[src/spa_pkg.sv]
// Shared constants, types and helpers of the slave port priority arbiter
package spa_pkg;
  localparam int unsigned DATA_W      = 32;
  localparam int unsigned CNT_W       = 5;
  localparam int unsigned THR_W       = 9;
  localparam int unsigned CTL_W       = 2;
  // Register byte offsets
  localparam logic [7:0]  CTRL_OFS    = 8'h00;
  localparam logic [7:0]  STAT_OFS    = 8'h04;
  // Control register fields
  localparam int unsigned RELOAD_LSB  = 11;
  localparam int unsigned THR_LSB     = 2;
  localparam int unsigned CTL_LSB     = 0;
  // Status register fields
  localparam int unsigned CNT_LSB     = 0;
  localparam int unsigned SW_GNT_BIT  = 8;
  localparam int unsigned SLV_GNT_BIT = 9;
  // Reset values and counter constants
  localparam logic [CNT_W-1:0] RELOAD_RST = 5'h01;
  localparam logic [THR_W-1:0] THR_RST    = 9'h000;
  localparam logic [CTL_W-1:0] CTL_RST    = 2'h0;
  localparam logic [CNT_W-1:0] RR_RELOAD  = 5'h01;
  localparam logic [CNT_W-1:0] CNT_ZERO   = 5'h00;
  localparam logic [CNT_W-1:0] CNT_ONE    = 5'h01;
  // Priority encodings
  localparam logic [THR_W-1:0] PRI_HARD_FAULT = 9'h1FF;
  localparam logic [THR_W-1:0] PRI_NMI        = 9'h1FE;
  localparam int unsigned      PRI_TOP_BIT    = 8;
  typedef logic signed [9:0] spa_pri_t;
  localparam spa_pri_t PRI_VAL_HARD_FAULT = -10'sd1;
  localparam spa_pri_t PRI_VAL_NMI        = -10'sd2;

  typedef enum logic [CTL_W-1:0] {
    SPA_CTL_DEMOTE_SLV,
    SPA_CTL_DEMOTE_SW,
    SPA_CTL_THRESHOLD,
    SPA_CTL_EXTERNAL
  } spa_ctl_e;

  // Maps the 9-bit encoding to a signed value; larger means lower priority
  function automatic spa_pri_t decode_pri(input logic [THR_W-1:0] enc);
    spa_pri_t val;
    if (!enc[PRI_TOP_BIT]) begin
      val = spa_pri_t'({2'b00, enc[7:0]}); // [RL5]
    end else if (enc == PRI_NMI) begin
      val = PRI_VAL_NMI; // [RL6]
    end else begin
      // Undefined codes with the top bit set are taken as the hard fault level
      val = PRI_VAL_HARD_FAULT; // [RL6]
    end
    return val;
  endfunction
endpackage

[src/spa_cfg_if.sv]
// Configuration and status carrier between register slave and arbiter core
`timescale 1ns/1ps
interface spa_cfg_if;
  logic [spa_pkg::CTL_W-1:0] ctl;
  logic [spa_pkg::CNT_W-1:0] reload;
  logic [spa_pkg::THR_W-1:0] thr;
  logic [spa_pkg::CNT_W-1:0] cnt;
  logic                      sw_gnt;
  logic                      slv_gnt;
  modport regs (output ctl, output reload, output thr,
                input cnt, input sw_gnt, input slv_gnt);
  modport core (input ctl, input reload, input thr,
                output cnt, output sw_gnt, output slv_gnt);
endinterface

[src/spa_arbiter.sv]
// Arbiter between software and slave port accesses with fairness counter
`timescale 1ns/1ps
//
// Contract
// [RL1] Fairness reload value held in control bits 15:11, reset value one.
// [RL2] Software sets reload one and control zero or one for round-robin.
// [RL3] Software never programs reload zero; demoted side would always win.
// [RL4] Reload value unused while control field selects external priority.
// [RL5] Threshold in bits 10:2; top bit clear gives eight-bit priority.
// [RL6] Threshold all ones means minus one, ending in zero minus two.
// [RL7] Control zero demotes slave port accesses against software accesses.
// [RL8] Control one demotes software accesses against slave port accesses.
// [RL9] Control two loads reload at or above threshold, else one.
// [RL10] Larger decoded priority value means lower priority in comparisons.
// [RL11] Control three lets the external priority input pick the winner.
// [RL12] Favoured wins decrement counter; at zero demoted wins once, reload.
module spa_arbiter #(
  parameter int unsigned ADDR_W = 8
) (
  input  wire logic                       clk_i,
  input  wire logic                       rst_i,
  input  wire logic                       wb_cyc_i,
  input  wire logic                       wb_stb_i,
  input  wire logic                       wb_we_i,
  input  wire logic [ADDR_W-1:0]          wb_adr_i,
  input  wire logic [3:0]                 wb_sel_i,
  input  wire logic [spa_pkg::DATA_W-1:0] wb_dat_i,
  output logic      [spa_pkg::DATA_W-1:0] wb_dat_o,
  output logic                            wb_ack_o,
  input  wire logic                       sw_req_i,
  input  wire logic                       slv_req_i,
  input  wire logic [spa_pkg::THR_W-1:0]  exec_pri_i,
  input  wire logic                       ext_pri_i,
  output logic                            sw_gnt_o,
  output logic                            slv_gnt_o
);
  if (ADDR_W < 3 || ADDR_W > 32) begin : g_bad_addr
    $error("ADDR_W must lie between 3 and 32");
  end

  typedef struct packed {
    logic                      sw_gnt;
    logic                      slv_gnt;
    logic [spa_pkg::CNT_W-1:0] cnt;
  } spa_core_s;

  localparam spa_core_s RST_STATE = '{sw_gnt: 1'b0, slv_gnt: 1'b0,
                                      cnt: spa_pkg::RELOAD_RST};

  spa_cfg_if cfg ();

  spa_wb_regs #(
    .ADDR_W (ADDR_W)
  ) u_regs (
    .clk_i    (clk_i),
    .rst_i    (rst_i),
    .wb_cyc_i (wb_cyc_i),
    .wb_stb_i (wb_stb_i),
    .wb_we_i  (wb_we_i),
    .wb_adr_i (wb_adr_i),
    .wb_sel_i (wb_sel_i),
    .wb_dat_i (wb_dat_i),
    .wb_dat_o (wb_dat_o),
    .wb_ack_o (wb_ack_o),
    .cfg      (cfg.regs)
  );

  spa_core_s                 s_reg;
  spa_core_s                 s_next;
  spa_pkg::spa_ctl_e         ctl;
  spa_pkg::spa_pri_t         thr_v;
  spa_pkg::spa_pri_t         exe_v;
  logic                      at_or_above;
  logic                      contention;
  logic                      slv_favoured;
  logic [spa_pkg::CNT_W-1:0] reload_v;

  always_comb begin
    ctl         = spa_pkg::spa_ctl_e'(cfg.ctl);
    thr_v       = spa_pkg::decode_pri(cfg.thr); // [RL5] [RL6]
    exe_v       = spa_pkg::decode_pri(exec_pri_i);
    at_or_above = (exe_v <= thr_v); // [RL10]
    contention  = sw_req_i & slv_req_i;
    // Below the threshold the counter falls back to one, so the sides alternate
    if (ctl == spa_pkg::SPA_CTL_THRESHOLD && !at_or_above) begin
      reload_v = spa_pkg::RR_RELOAD; // [RL9]
    end else begin
      reload_v = cfg.reload; // [RL9]
    end
    case (ctl)
      spa_pkg::SPA_CTL_DEMOTE_SLV: slv_favoured = 1'b0; // [RL7]
      spa_pkg::SPA_CTL_DEMOTE_SW:  slv_favoured = 1'b1; // [RL8]
      spa_pkg::SPA_CTL_THRESHOLD:  slv_favoured = 1'b0; // [RL9]
      spa_pkg::SPA_CTL_EXTERNAL:   slv_favoured = ext_pri_i; // [RL11]
      default:                     slv_favoured = 1'b0;
    endcase
    s_next         = s_reg;
    s_next.sw_gnt  = sw_req_i;
    s_next.slv_gnt = slv_req_i;
    if (contention) begin
      if (ctl == spa_pkg::SPA_CTL_EXTERNAL) begin
        // Counter frozen: the integrator's input alone decides here
        s_next.slv_gnt = slv_favoured; // [RL4] [RL11]
        s_next.sw_gnt  = ~slv_favoured;
      end else if (s_reg.cnt == spa_pkg::CNT_ZERO) begin
        s_next.slv_gnt = ~slv_favoured; // [RL12]
        s_next.sw_gnt  = slv_favoured;
        s_next.cnt     = reload_v; // [RL1] [RL12]
      end else begin
        s_next.slv_gnt = slv_favoured; // [RL12]
        s_next.sw_gnt  = ~slv_favoured;
        s_next.cnt     = s_reg.cnt - spa_pkg::CNT_ONE; // [RL12]
      end
    end
  end

  always_ff @(posedge clk_i) begin
    if (rst_i) begin
      s_reg <= RST_STATE;
    end else begin
      s_reg <= s_next;
    end
  end

  assign sw_gnt_o    = s_reg.sw_gnt;
  assign slv_gnt_o   = s_reg.slv_gnt;
  assign cfg.cnt     = s_reg.cnt;
  assign cfg.sw_gnt  = s_reg.sw_gnt;
  assign cfg.slv_gnt = s_reg.slv_gnt;
endmodule

[src/spa_wb_regs.sv]
// Classic Wishbone slave holding the priority control and status registers
`timescale 1ns/1ps
module spa_wb_regs #(
  parameter int unsigned ADDR_W = 8
) (
  input  wire logic                       clk_i,
  input  wire logic                       rst_i,
  input  wire logic                       wb_cyc_i,
  input  wire logic                       wb_stb_i,
  input  wire logic                       wb_we_i,
  input  wire logic [ADDR_W-1:0]          wb_adr_i,
  input  wire logic [3:0]                 wb_sel_i,
  input  wire logic [spa_pkg::DATA_W-1:0] wb_dat_i,
  output logic      [spa_pkg::DATA_W-1:0] wb_dat_o,
  output logic                            wb_ack_o,
  spa_cfg_if.regs                         cfg
);
  typedef struct packed {
    logic [spa_pkg::CTL_W-1:0]  ctl;
    logic [spa_pkg::CNT_W-1:0]  reload;
    logic [spa_pkg::THR_W-1:0]  thr;
    logic                       ack;
    logic [spa_pkg::DATA_W-1:0] dat;
  } spa_regs_s;

  localparam spa_regs_s RST_STATE = '{ctl: spa_pkg::CTL_RST, reload: spa_pkg::RELOAD_RST,
                                      thr: spa_pkg::THR_RST, ack: 1'b0, dat: '0};

  spa_regs_s                  s_reg;
  spa_regs_s                  s_next;
  logic [spa_pkg::DATA_W-1:0] ctrl_word;
  logic [spa_pkg::DATA_W-1:0] stat_word;
  logic [spa_pkg::DATA_W-1:0] wr_word;
  logic                       take;
  logic                       hit_ctrl;
  logic                       hit_stat;

  always_comb begin
    ctrl_word = '0;
    ctrl_word[spa_pkg::RELOAD_LSB +: spa_pkg::CNT_W] = s_reg.reload; // [RL1]
    ctrl_word[spa_pkg::THR_LSB +: spa_pkg::THR_W]    = s_reg.thr; // [RL5]
    ctrl_word[spa_pkg::CTL_LSB +: spa_pkg::CTL_W]    = s_reg.ctl;
    stat_word = '0;
    stat_word[spa_pkg::CNT_LSB +: spa_pkg::CNT_W] = cfg.cnt;
    stat_word[spa_pkg::SW_GNT_BIT]                = cfg.sw_gnt;
    stat_word[spa_pkg::SLV_GNT_BIT]               = cfg.slv_gnt;
    take     = wb_cyc_i & wb_stb_i & ~s_reg.ack;
    hit_ctrl = (wb_adr_i == ADDR_W'(spa_pkg::CTRL_OFS));
    hit_stat = (wb_adr_i == ADDR_W'(spa_pkg::STAT_OFS));
    // Only the two low byte lanes hold bits; upper lanes are ignored
    wr_word = ctrl_word;
    if (wb_sel_i[0]) begin
      wr_word[7:0] = wb_dat_i[7:0];
    end
    if (wb_sel_i[1]) begin
      wr_word[15:8] = wb_dat_i[15:8];
    end
    s_next     = s_reg;
    s_next.ack = take;
    s_next.dat = '0;
    if (take) begin
      if (wb_we_i && hit_ctrl) begin
        s_next.reload = wr_word[spa_pkg::RELOAD_LSB +: spa_pkg::CNT_W]; // [RL1]
        s_next.thr    = wr_word[spa_pkg::THR_LSB +: spa_pkg::THR_W]; // [RL5]
        s_next.ctl    = wr_word[spa_pkg::CTL_LSB +: spa_pkg::CTL_W];
      end else if (!wb_we_i && hit_ctrl) begin
        s_next.dat = ctrl_word;
      end else if (!wb_we_i && hit_stat) begin
        s_next.dat = stat_word;
      end
    end
  end

  always_ff @(posedge clk_i) begin
    if (rst_i) begin
      s_reg <= RST_STATE;
    end else begin
      s_reg <= s_next;
    end
  end

  assign wb_dat_o   = s_reg.dat;
  assign wb_ack_o   = s_reg.ack;
  assign cfg.ctl    = s_reg.ctl;
  assign cfg.reload = s_reg.reload;
  assign cfg.thr    = s_reg.thr;
endmodule

[config.mk]
export PLATFORM = sky130hd
export DESIGN_NAME = spa_arbiter
export DESIGN_NICKNAME = d
export VERILOG_FILES = /design/src/spa_pkg.sv /design/src/spa_cfg_if.sv /design/src/spa_arbiter.sv /design/src/spa_wb_regs.sv
export SDC_FILE = /design/constraint.sdc
export NUM_CORES = 1
export LEC_CHECK = 0
export CELL_PAD_IN_SITES_DETAIL_PLACEMENT = 1
export CELL_PAD_IN_SITES_GLOBAL_PLACEMENT = 2
export CORE_MARGIN = 4
export CORE_UTILIZATION = 34
export DETAILED_ROUTE_END_ITERATION = 10
export DONT_BUFFER_PORTS = 1
export PLACE_DENSITY = 0.8
export SYNTH_ARGS = -nofsm -noshare
export SYNTH_HDL_FRONTEND = slang
export SYNTH_SLANG_ARGS = --single-unit
[constraint.sdc]
create_clock -name clk_i -period 3 [get_ports clk_i]
set_input_delay 0.6 -clock clk_i [delete_from_list [all_inputs] [get_ports clk_i]]
set_output_delay 0.6 -clock clk_i [all_outputs]
set_load 0.05 [all_outputs]
## Word-level counts from Yosys, hierarchy flattened

Index checks and enable logic that the tools add are counted.

| word-level totals | value |
|---|---|
| flip-flop bits (word level) | 56 |
| logic and storage cells | 52 |

| operators by class | value |
|---|---|
| reductions and logical operators | 15 |
| bitwise gates (word level) | 7 |
| multiplexer cells | 12 |
| add/sub/neg operators | 1 |
| $lt $le $gt $ge | 1 |
| eq/ne operators | 6 |

Operator list:

| kind | number |
|---|---|
| $mux W10 | 3 |
| $eq A9 B9 Y1 const B | 2 |
| $mux W16 | 1 |
| $mux W7 | 2 |
| $le A10 B10 Y1 | 1 |
| $mux W5 | 2 |
| $eq A8 B3 Y1 const B | 1 |
| $logic_not A8 Y1 | 1 |
| $reduce_and A3 Y1 | 2 |
| $logic_not A5 Y1 | 1 |
| $sub A5 B1 Y5 const B | 1 |
| $eq A2 B2 Y1 const B | 2 |
| $logic_and A1 B1 Y1 | 4 |
| $not A1 Y1 | 4 |
| $reduce_or A4 Y1 | 1 |
| $and A1 B1 Y1 | 3 |
| $pmux W1 S3 | 1 |
| $reduce_or A3 Y1 | 1 |
| $eq A2 B1 Y1 const B | 1 |
| $logic_not A1 Y1 | 2 |
| $logic_not A2 Y1 | 1 |
| $mux W1 | 2 |
| $mux W2 | 1 |
| $reduce_and A2 Y1 | 1 |
| $reduce_or A2 Y1 | 1 |

## Longest topological paths before layout

| depth | value |
|---|---|
| depth after elaboration | 10 |
| gate-level depth with buffers | 9 |

## Hierarchy

Synthesis repeated with hierarchy kept, for this count alone.

| second synthesis, totals | value |
|---|---|
| cells, all modules | 239 |
| area, all modules | 2214.6 um^2 |

By module, submodules not included:

| module | instances | area each (um^2) | cells each |
|---|---|---|---|
| spa_wb_regs | 1 | 1430.1 | 138 |
| spa_arbiter | 1 | 784.5 | 101 |

## Worst setup path after synthesis

No wires, ideal clock.

| path | value |
|---|---|
| path type | input to register |
| from | input port exec_pri_i[5] in the netlist's numbering |
| to | register s_reg (netlist bit cfg.cnt[0]) |
| required time | 2880 ps |
| buffers on the path | 0 |
| stages on the path | 6 |
| path slack | 685 ps |
| setup time | 120 ps |
| data arrival time | 2195 ps |
| cell sequence | or2_2 -> ha_1 -> a2111oi_0 -> o21ai_0 -> o211a_1 -> a211o_1 |

| on the way | value |
|---|---|
| longest elaborated chain between the ends | 8 |

Ends and longest elaborated chain:

| element | RTL line | RTL |
|---|---|---|
| start, declared | spa_arbiter.sv:32 | `input wire logic [spa_pkg::THR_W-1:0] exec_pri_i,` |
| $eq A9 B9 Y1 | spa_pkg.sv:45 | `end else if (enc == PRI_NMI) begin` |
| $mux W1 | spa_pkg.sv:45 |  |
| $mux W10 (*) | spa_pkg.sv:43 | `if (!enc[PRI_TOP_BIT]) begin` |
| $le A10 B10 Y1 (*) | spa_arbiter.sv:82 | `at_or_above = (exe_v <= thr_v);` |
| $logic_not A1 Y1 (*) | spa_arbiter.sv:85 | `if (ctl == spa_pkg::SPA_CTL_THRESHOLD && !at_or_above) begin` |
| $logic_and A1 B1 Y1 (*) | spa_arbiter.sv:85 |  |
| $mux W5 (*) | spa_arbiter.sv:85 |  |
| $mux W7 (*) | spa_arbiter.sv:105 | `end else if (s_reg.cnt == spa_pkg::CNT_ZERO) begin` |
| end signal, assigned | spa_arbiter.sv:121 | `s_reg <= s_next;` |
| end, declared | spa_arbiter.sv:68 | `spa_core_s s_reg;` |

Mark *: on every way between the ends. The rest lies on a longest branch, timed or not.
A chain may end at the register's enable or synchronous reset.

## Worst setup path in the final report

| path | value |
|---|---|
| from | register u_regs.s_reg (netlist bit u_regs.cfg.thr[8]) |
| to | register s_reg (netlist bit cfg.cnt[0]) |

| on the way | value |
|---|---|
| longest elaborated chain between the ends | 8 |

Ends and longest elaborated chain:

| element | RTL line | RTL |
|---|---|---|
| start, declared | spa_wb_regs.sv:29 | `spa_regs_s s_reg;` |
| start signal, assigned | spa_wb_regs.sv:78 | `s_reg <= s_next;` |
| $eq A9 B9 Y1 | spa_pkg.sv:45 |  |
| $mux W1 | spa_pkg.sv:45 |  |
| $mux W10 (*) | spa_pkg.sv:43 |  |
| $le A10 B10 Y1 (*) | spa_arbiter.sv:82 |  |
| $logic_not A1 Y1 (*) | spa_arbiter.sv:85 |  |
| $logic_and A1 B1 Y1 (*) | spa_arbiter.sv:85 |  |
| $mux W5 (*) | spa_arbiter.sv:85 |  |
| $mux W7 (*) | spa_arbiter.sv:105 |  |

Marks and branches as above.

==> summary.txt <==
GRT
  • First-pass GRT wire length: 8.10 mm
  • Grt ovf: 0
  • Initial antenna violation count: 0
  • Largest net degree at the start of global routing: 27
  • Vias in the first global route: 1,618
  • Gr usage total: 14.5%

CTS
  • Total CTS buffers: 5
  • H-tree depth: 2
  • CTS root buf: clkbuf_8
  • CTS max path bufs: 2
  • Post-CTS Setup Inserts: 0
  • Clk slew on worst S/H paths: 80 ps
  • Clk Latency, worst-skew pair: 290 ps
  • Sinks on Clock Net: 40
  • Post-CTS sizing: 0
  • CTS tree: built
  • Hold_buf cts: 0

Synth
  • Post-synth top flop: dfxtp_1
  • Synth top area share: 40.1%
  • Netlist cell types: 43
  • Gate Count Post-Synth: 220
  • Post-Synth XOR/XNOR Area: 0%
  • Simple-Gate Fraction of Synth Area: 24.7%
  • FF+latch count, synth: 40
  • Ys async rst share: 0%
  • Largest family of logic cells by synthesized area: simple AND/OR/NAND/NOR gates
  • Adder-cell area share of the yosys netlist: 6.27%
  • Area contributors post-synth: dfxtp_1, mux2i_1, ha_1
  • Warnings, synthesis: 0
  • Seq/Total Area, Yosys: 40.1%
  • Post-synthesis cell area: 2000 um2
  • Post-synthesis mux area share: 7.52%
  • Post-synthesis compound-gate area fraction: 12.3%
  • Synth area leader: dfxtp_1
  • Syn Area/Cell: 9.08 um2
  • Post-synth EDFFs: 0

Worst setup path
  • Critical Path RT: 3180 ps
  • Reg2reg start: u_regs.cfg.thr[8]
  • CP Capture Type: flip-flop
  • FF-to-FF End: cfg.cnt[0]
  • Crit-path max cell delay: 570 ps
  • Crit Path Class: flip-flop to flip-flop
  • Critical path arrival: 2560 ps
  • CP Depth: 7
  • Critical Path Fanout Max: 11
  • Reg2Reg Setup Slack: 630 ps
  • Top delay family on crit path: compound AO/OA/AOI/OAI gates
  • CP Cell Sequence: inv_1 -> ha_1 -> inv_1 -> a2111oi_0 -> o21ai_0 -> o211a_1 -> a211o_1
  • Slowest-stage cell, CP: dfxtp_1
  • Buf+Inv Stages, Crit Path: 2
  • Worst R2R Path Depth: 7
  • Worst Setup Start Kind: flip-flop
  • Cell mode on critical path: inv_1

Die
  • Die area: 7160 um2
  • FP Rows: 27
  • Die Ht: 84.6 um
  • Starting density of the core: 35.6%
  • Core Region: 5610 um2
  • Chip width: 84.6 um
  • # IOs: 96

STA
  • Slew Limit Fails: 0
  • Worst Hold Slack: 369 ps
  • Post-route minimum period: 2370 ps
  • TNS Setup: 0 ps
  • Fin Clk Skew: 9.46 ps
  • RSZ-0062 raised after global routing: false
  • Worst-margin pin slew: 604 ps
  • Endpoints failing setup: 0
  • Period utilisation layout: 79.1%
  • Final Hold Vio Count: 0
  • Fmax: 422 MHz
  • Max_slew headroom: 59.6%

Finish
  • Most frequent cells in the layout: dfxtp_1, nor2_1, conb_1
  • Leading cell type in the layout, fill and taps excluded: dfxtp_1
  • ANT cells: 0
  • Register cell area after layout: 801 um2
  • Area of the multi-input gates: 1080 um2
  • Layout Nets: 292
  • Fill cells: 692
  • Cell area after layout: 2130 um2
  • Final cell count without fillers: 294
  • Area Growth Syn to Fin: 6.52%
  • Share of layout cells above drive strength 1: 11.3%

Hold path
  • Hold_sp: rst_i
  • Hold Path Class: primary input to flip-flop
  • WHS Endpoint: u_regs.cfg.thr[0]
  • Hold path depth: 1

Detailed routing
  • DRC errors left: 0
  • Via Count: 1,509
  • Avg WL per Cell: 17.0 um
  • Final WL: 5.00 mm
  • Starting DRT DRC Count: 62
  • Pre-Repair DR Iteration Count: 4
  • Via density per instance: 5.13
  • Final antenna-violating net count: 0

Status
  • Status: completed

Flow run
  • Max cap viols: 0

Power
  • Pwr/cell area: 528 nW/um2
  • Leak pwr: 0.000920 uW
  • Peak supply drop: 191 uV
  • Total power: 1120 uW

Place
  • Inst Count DP: 286
  • Hpwl dp: 3.83 mm
  • IO buf count: 0
  • Dpl cell area: 2000 um2
  • Gpl congestion: 0.866
-- stage by stage --
step	setup WS [ps]	utilization (%)
after detailed placement	458	35.7
after floorplan	685	-
after global placement	468	35.7
after CTS	651	37.9
after global routing	404	37.9
final	628	37.9
-- power breakdown --
part           switching (uW)  leakage, uW  internal [uW]
clock                     187    0.0000645            294
combinational            71.9     0.000532           23.6
sequential               11.7     0.000323            535
total                     271     0.000920            852
-- metal layers --
metal,global-route usage (%),vias to the layer above,wire [um]
met5,0,-,0
met4,5.18,0,91
met2,22.4,60,2170
met1,18.6,694,2350
li1,-,749,-
met3,5.00,6,393
-- cell families after synthesis --
group | count (synthesis)
other | 1
adders and majority gates | 10
buffers and inverters | 29
DFF | 40
and+or+nand+nor | 88
muxes | 15
AOI/OAI and AO/OA | 37
-- final cells by class --
| cell class | count | share of cell area, % |
|---|---|---|
| tap | 72 | 4.24 |
| timing repair buffer | 1 | 0.353 |
| clock buffer | 7 | 4.53 |
| clock inverter | 1 | 1.41 |
| sequential | 40 | 37.6 |
| multi-input combinational | 166 | 50.6 |
| inverter | 7 | 1.24 |
-- synthesized netlist by cell type, types with 2 or more instances --
cell,instances
clkbuf_1,5
inv_1,7
ha_1,10
nand3_1,3
nand2_1,5
mux2i_1,15
nand2b_1,5
buf_4,16
and3_1,10
nor2_1,33
a211oi_1,2
nor3_1,6
nand2_2,2
a21oi_1,9
o211ai_1,2
a2111oi_0,2
dfxtp_1,40
or2_2,7
nand3b_1,2
a22oi_1,6
o22ai_1,3
o21ai_0,6
nand4_1,4
-- worst max-delay path by stage --
stage	startpoint	slack (ps)	endpoint
after floorplan	exec_pri_i[5]	680	cfg.cnt[0]
after global placement	exec_pri_i[5]	470	cfg.cnt[0]
after detailed placement	exec_pri_i[5]	460	cfg.cnt[0]
after CTS	u_regs.cfg.thr[8]	650	cfg.cnt[0]
after global routing	u_regs.cfg.thr[8]	400	cfg.cnt[0]
final	u_regs.cfg.thr[8]	630	cfg.cnt[0]
-- registers in the layout (all words and copies together) (netlist names) --
| register | cells |
|---|---|
| u_regs.cfg.thr | 9 |
| u_regs.cfg.ctl | 2 |
| sw_gnt_o | 1 |
| slv_gnt_o | 1 |
| cfg.cnt | 5 |
| u_regs.cfg.reload | 5 |
| u_regs.wb_ack_o | 1 |
| u_regs.wb_dat_o | 16 |
Power figures use the tool's default switching activity.
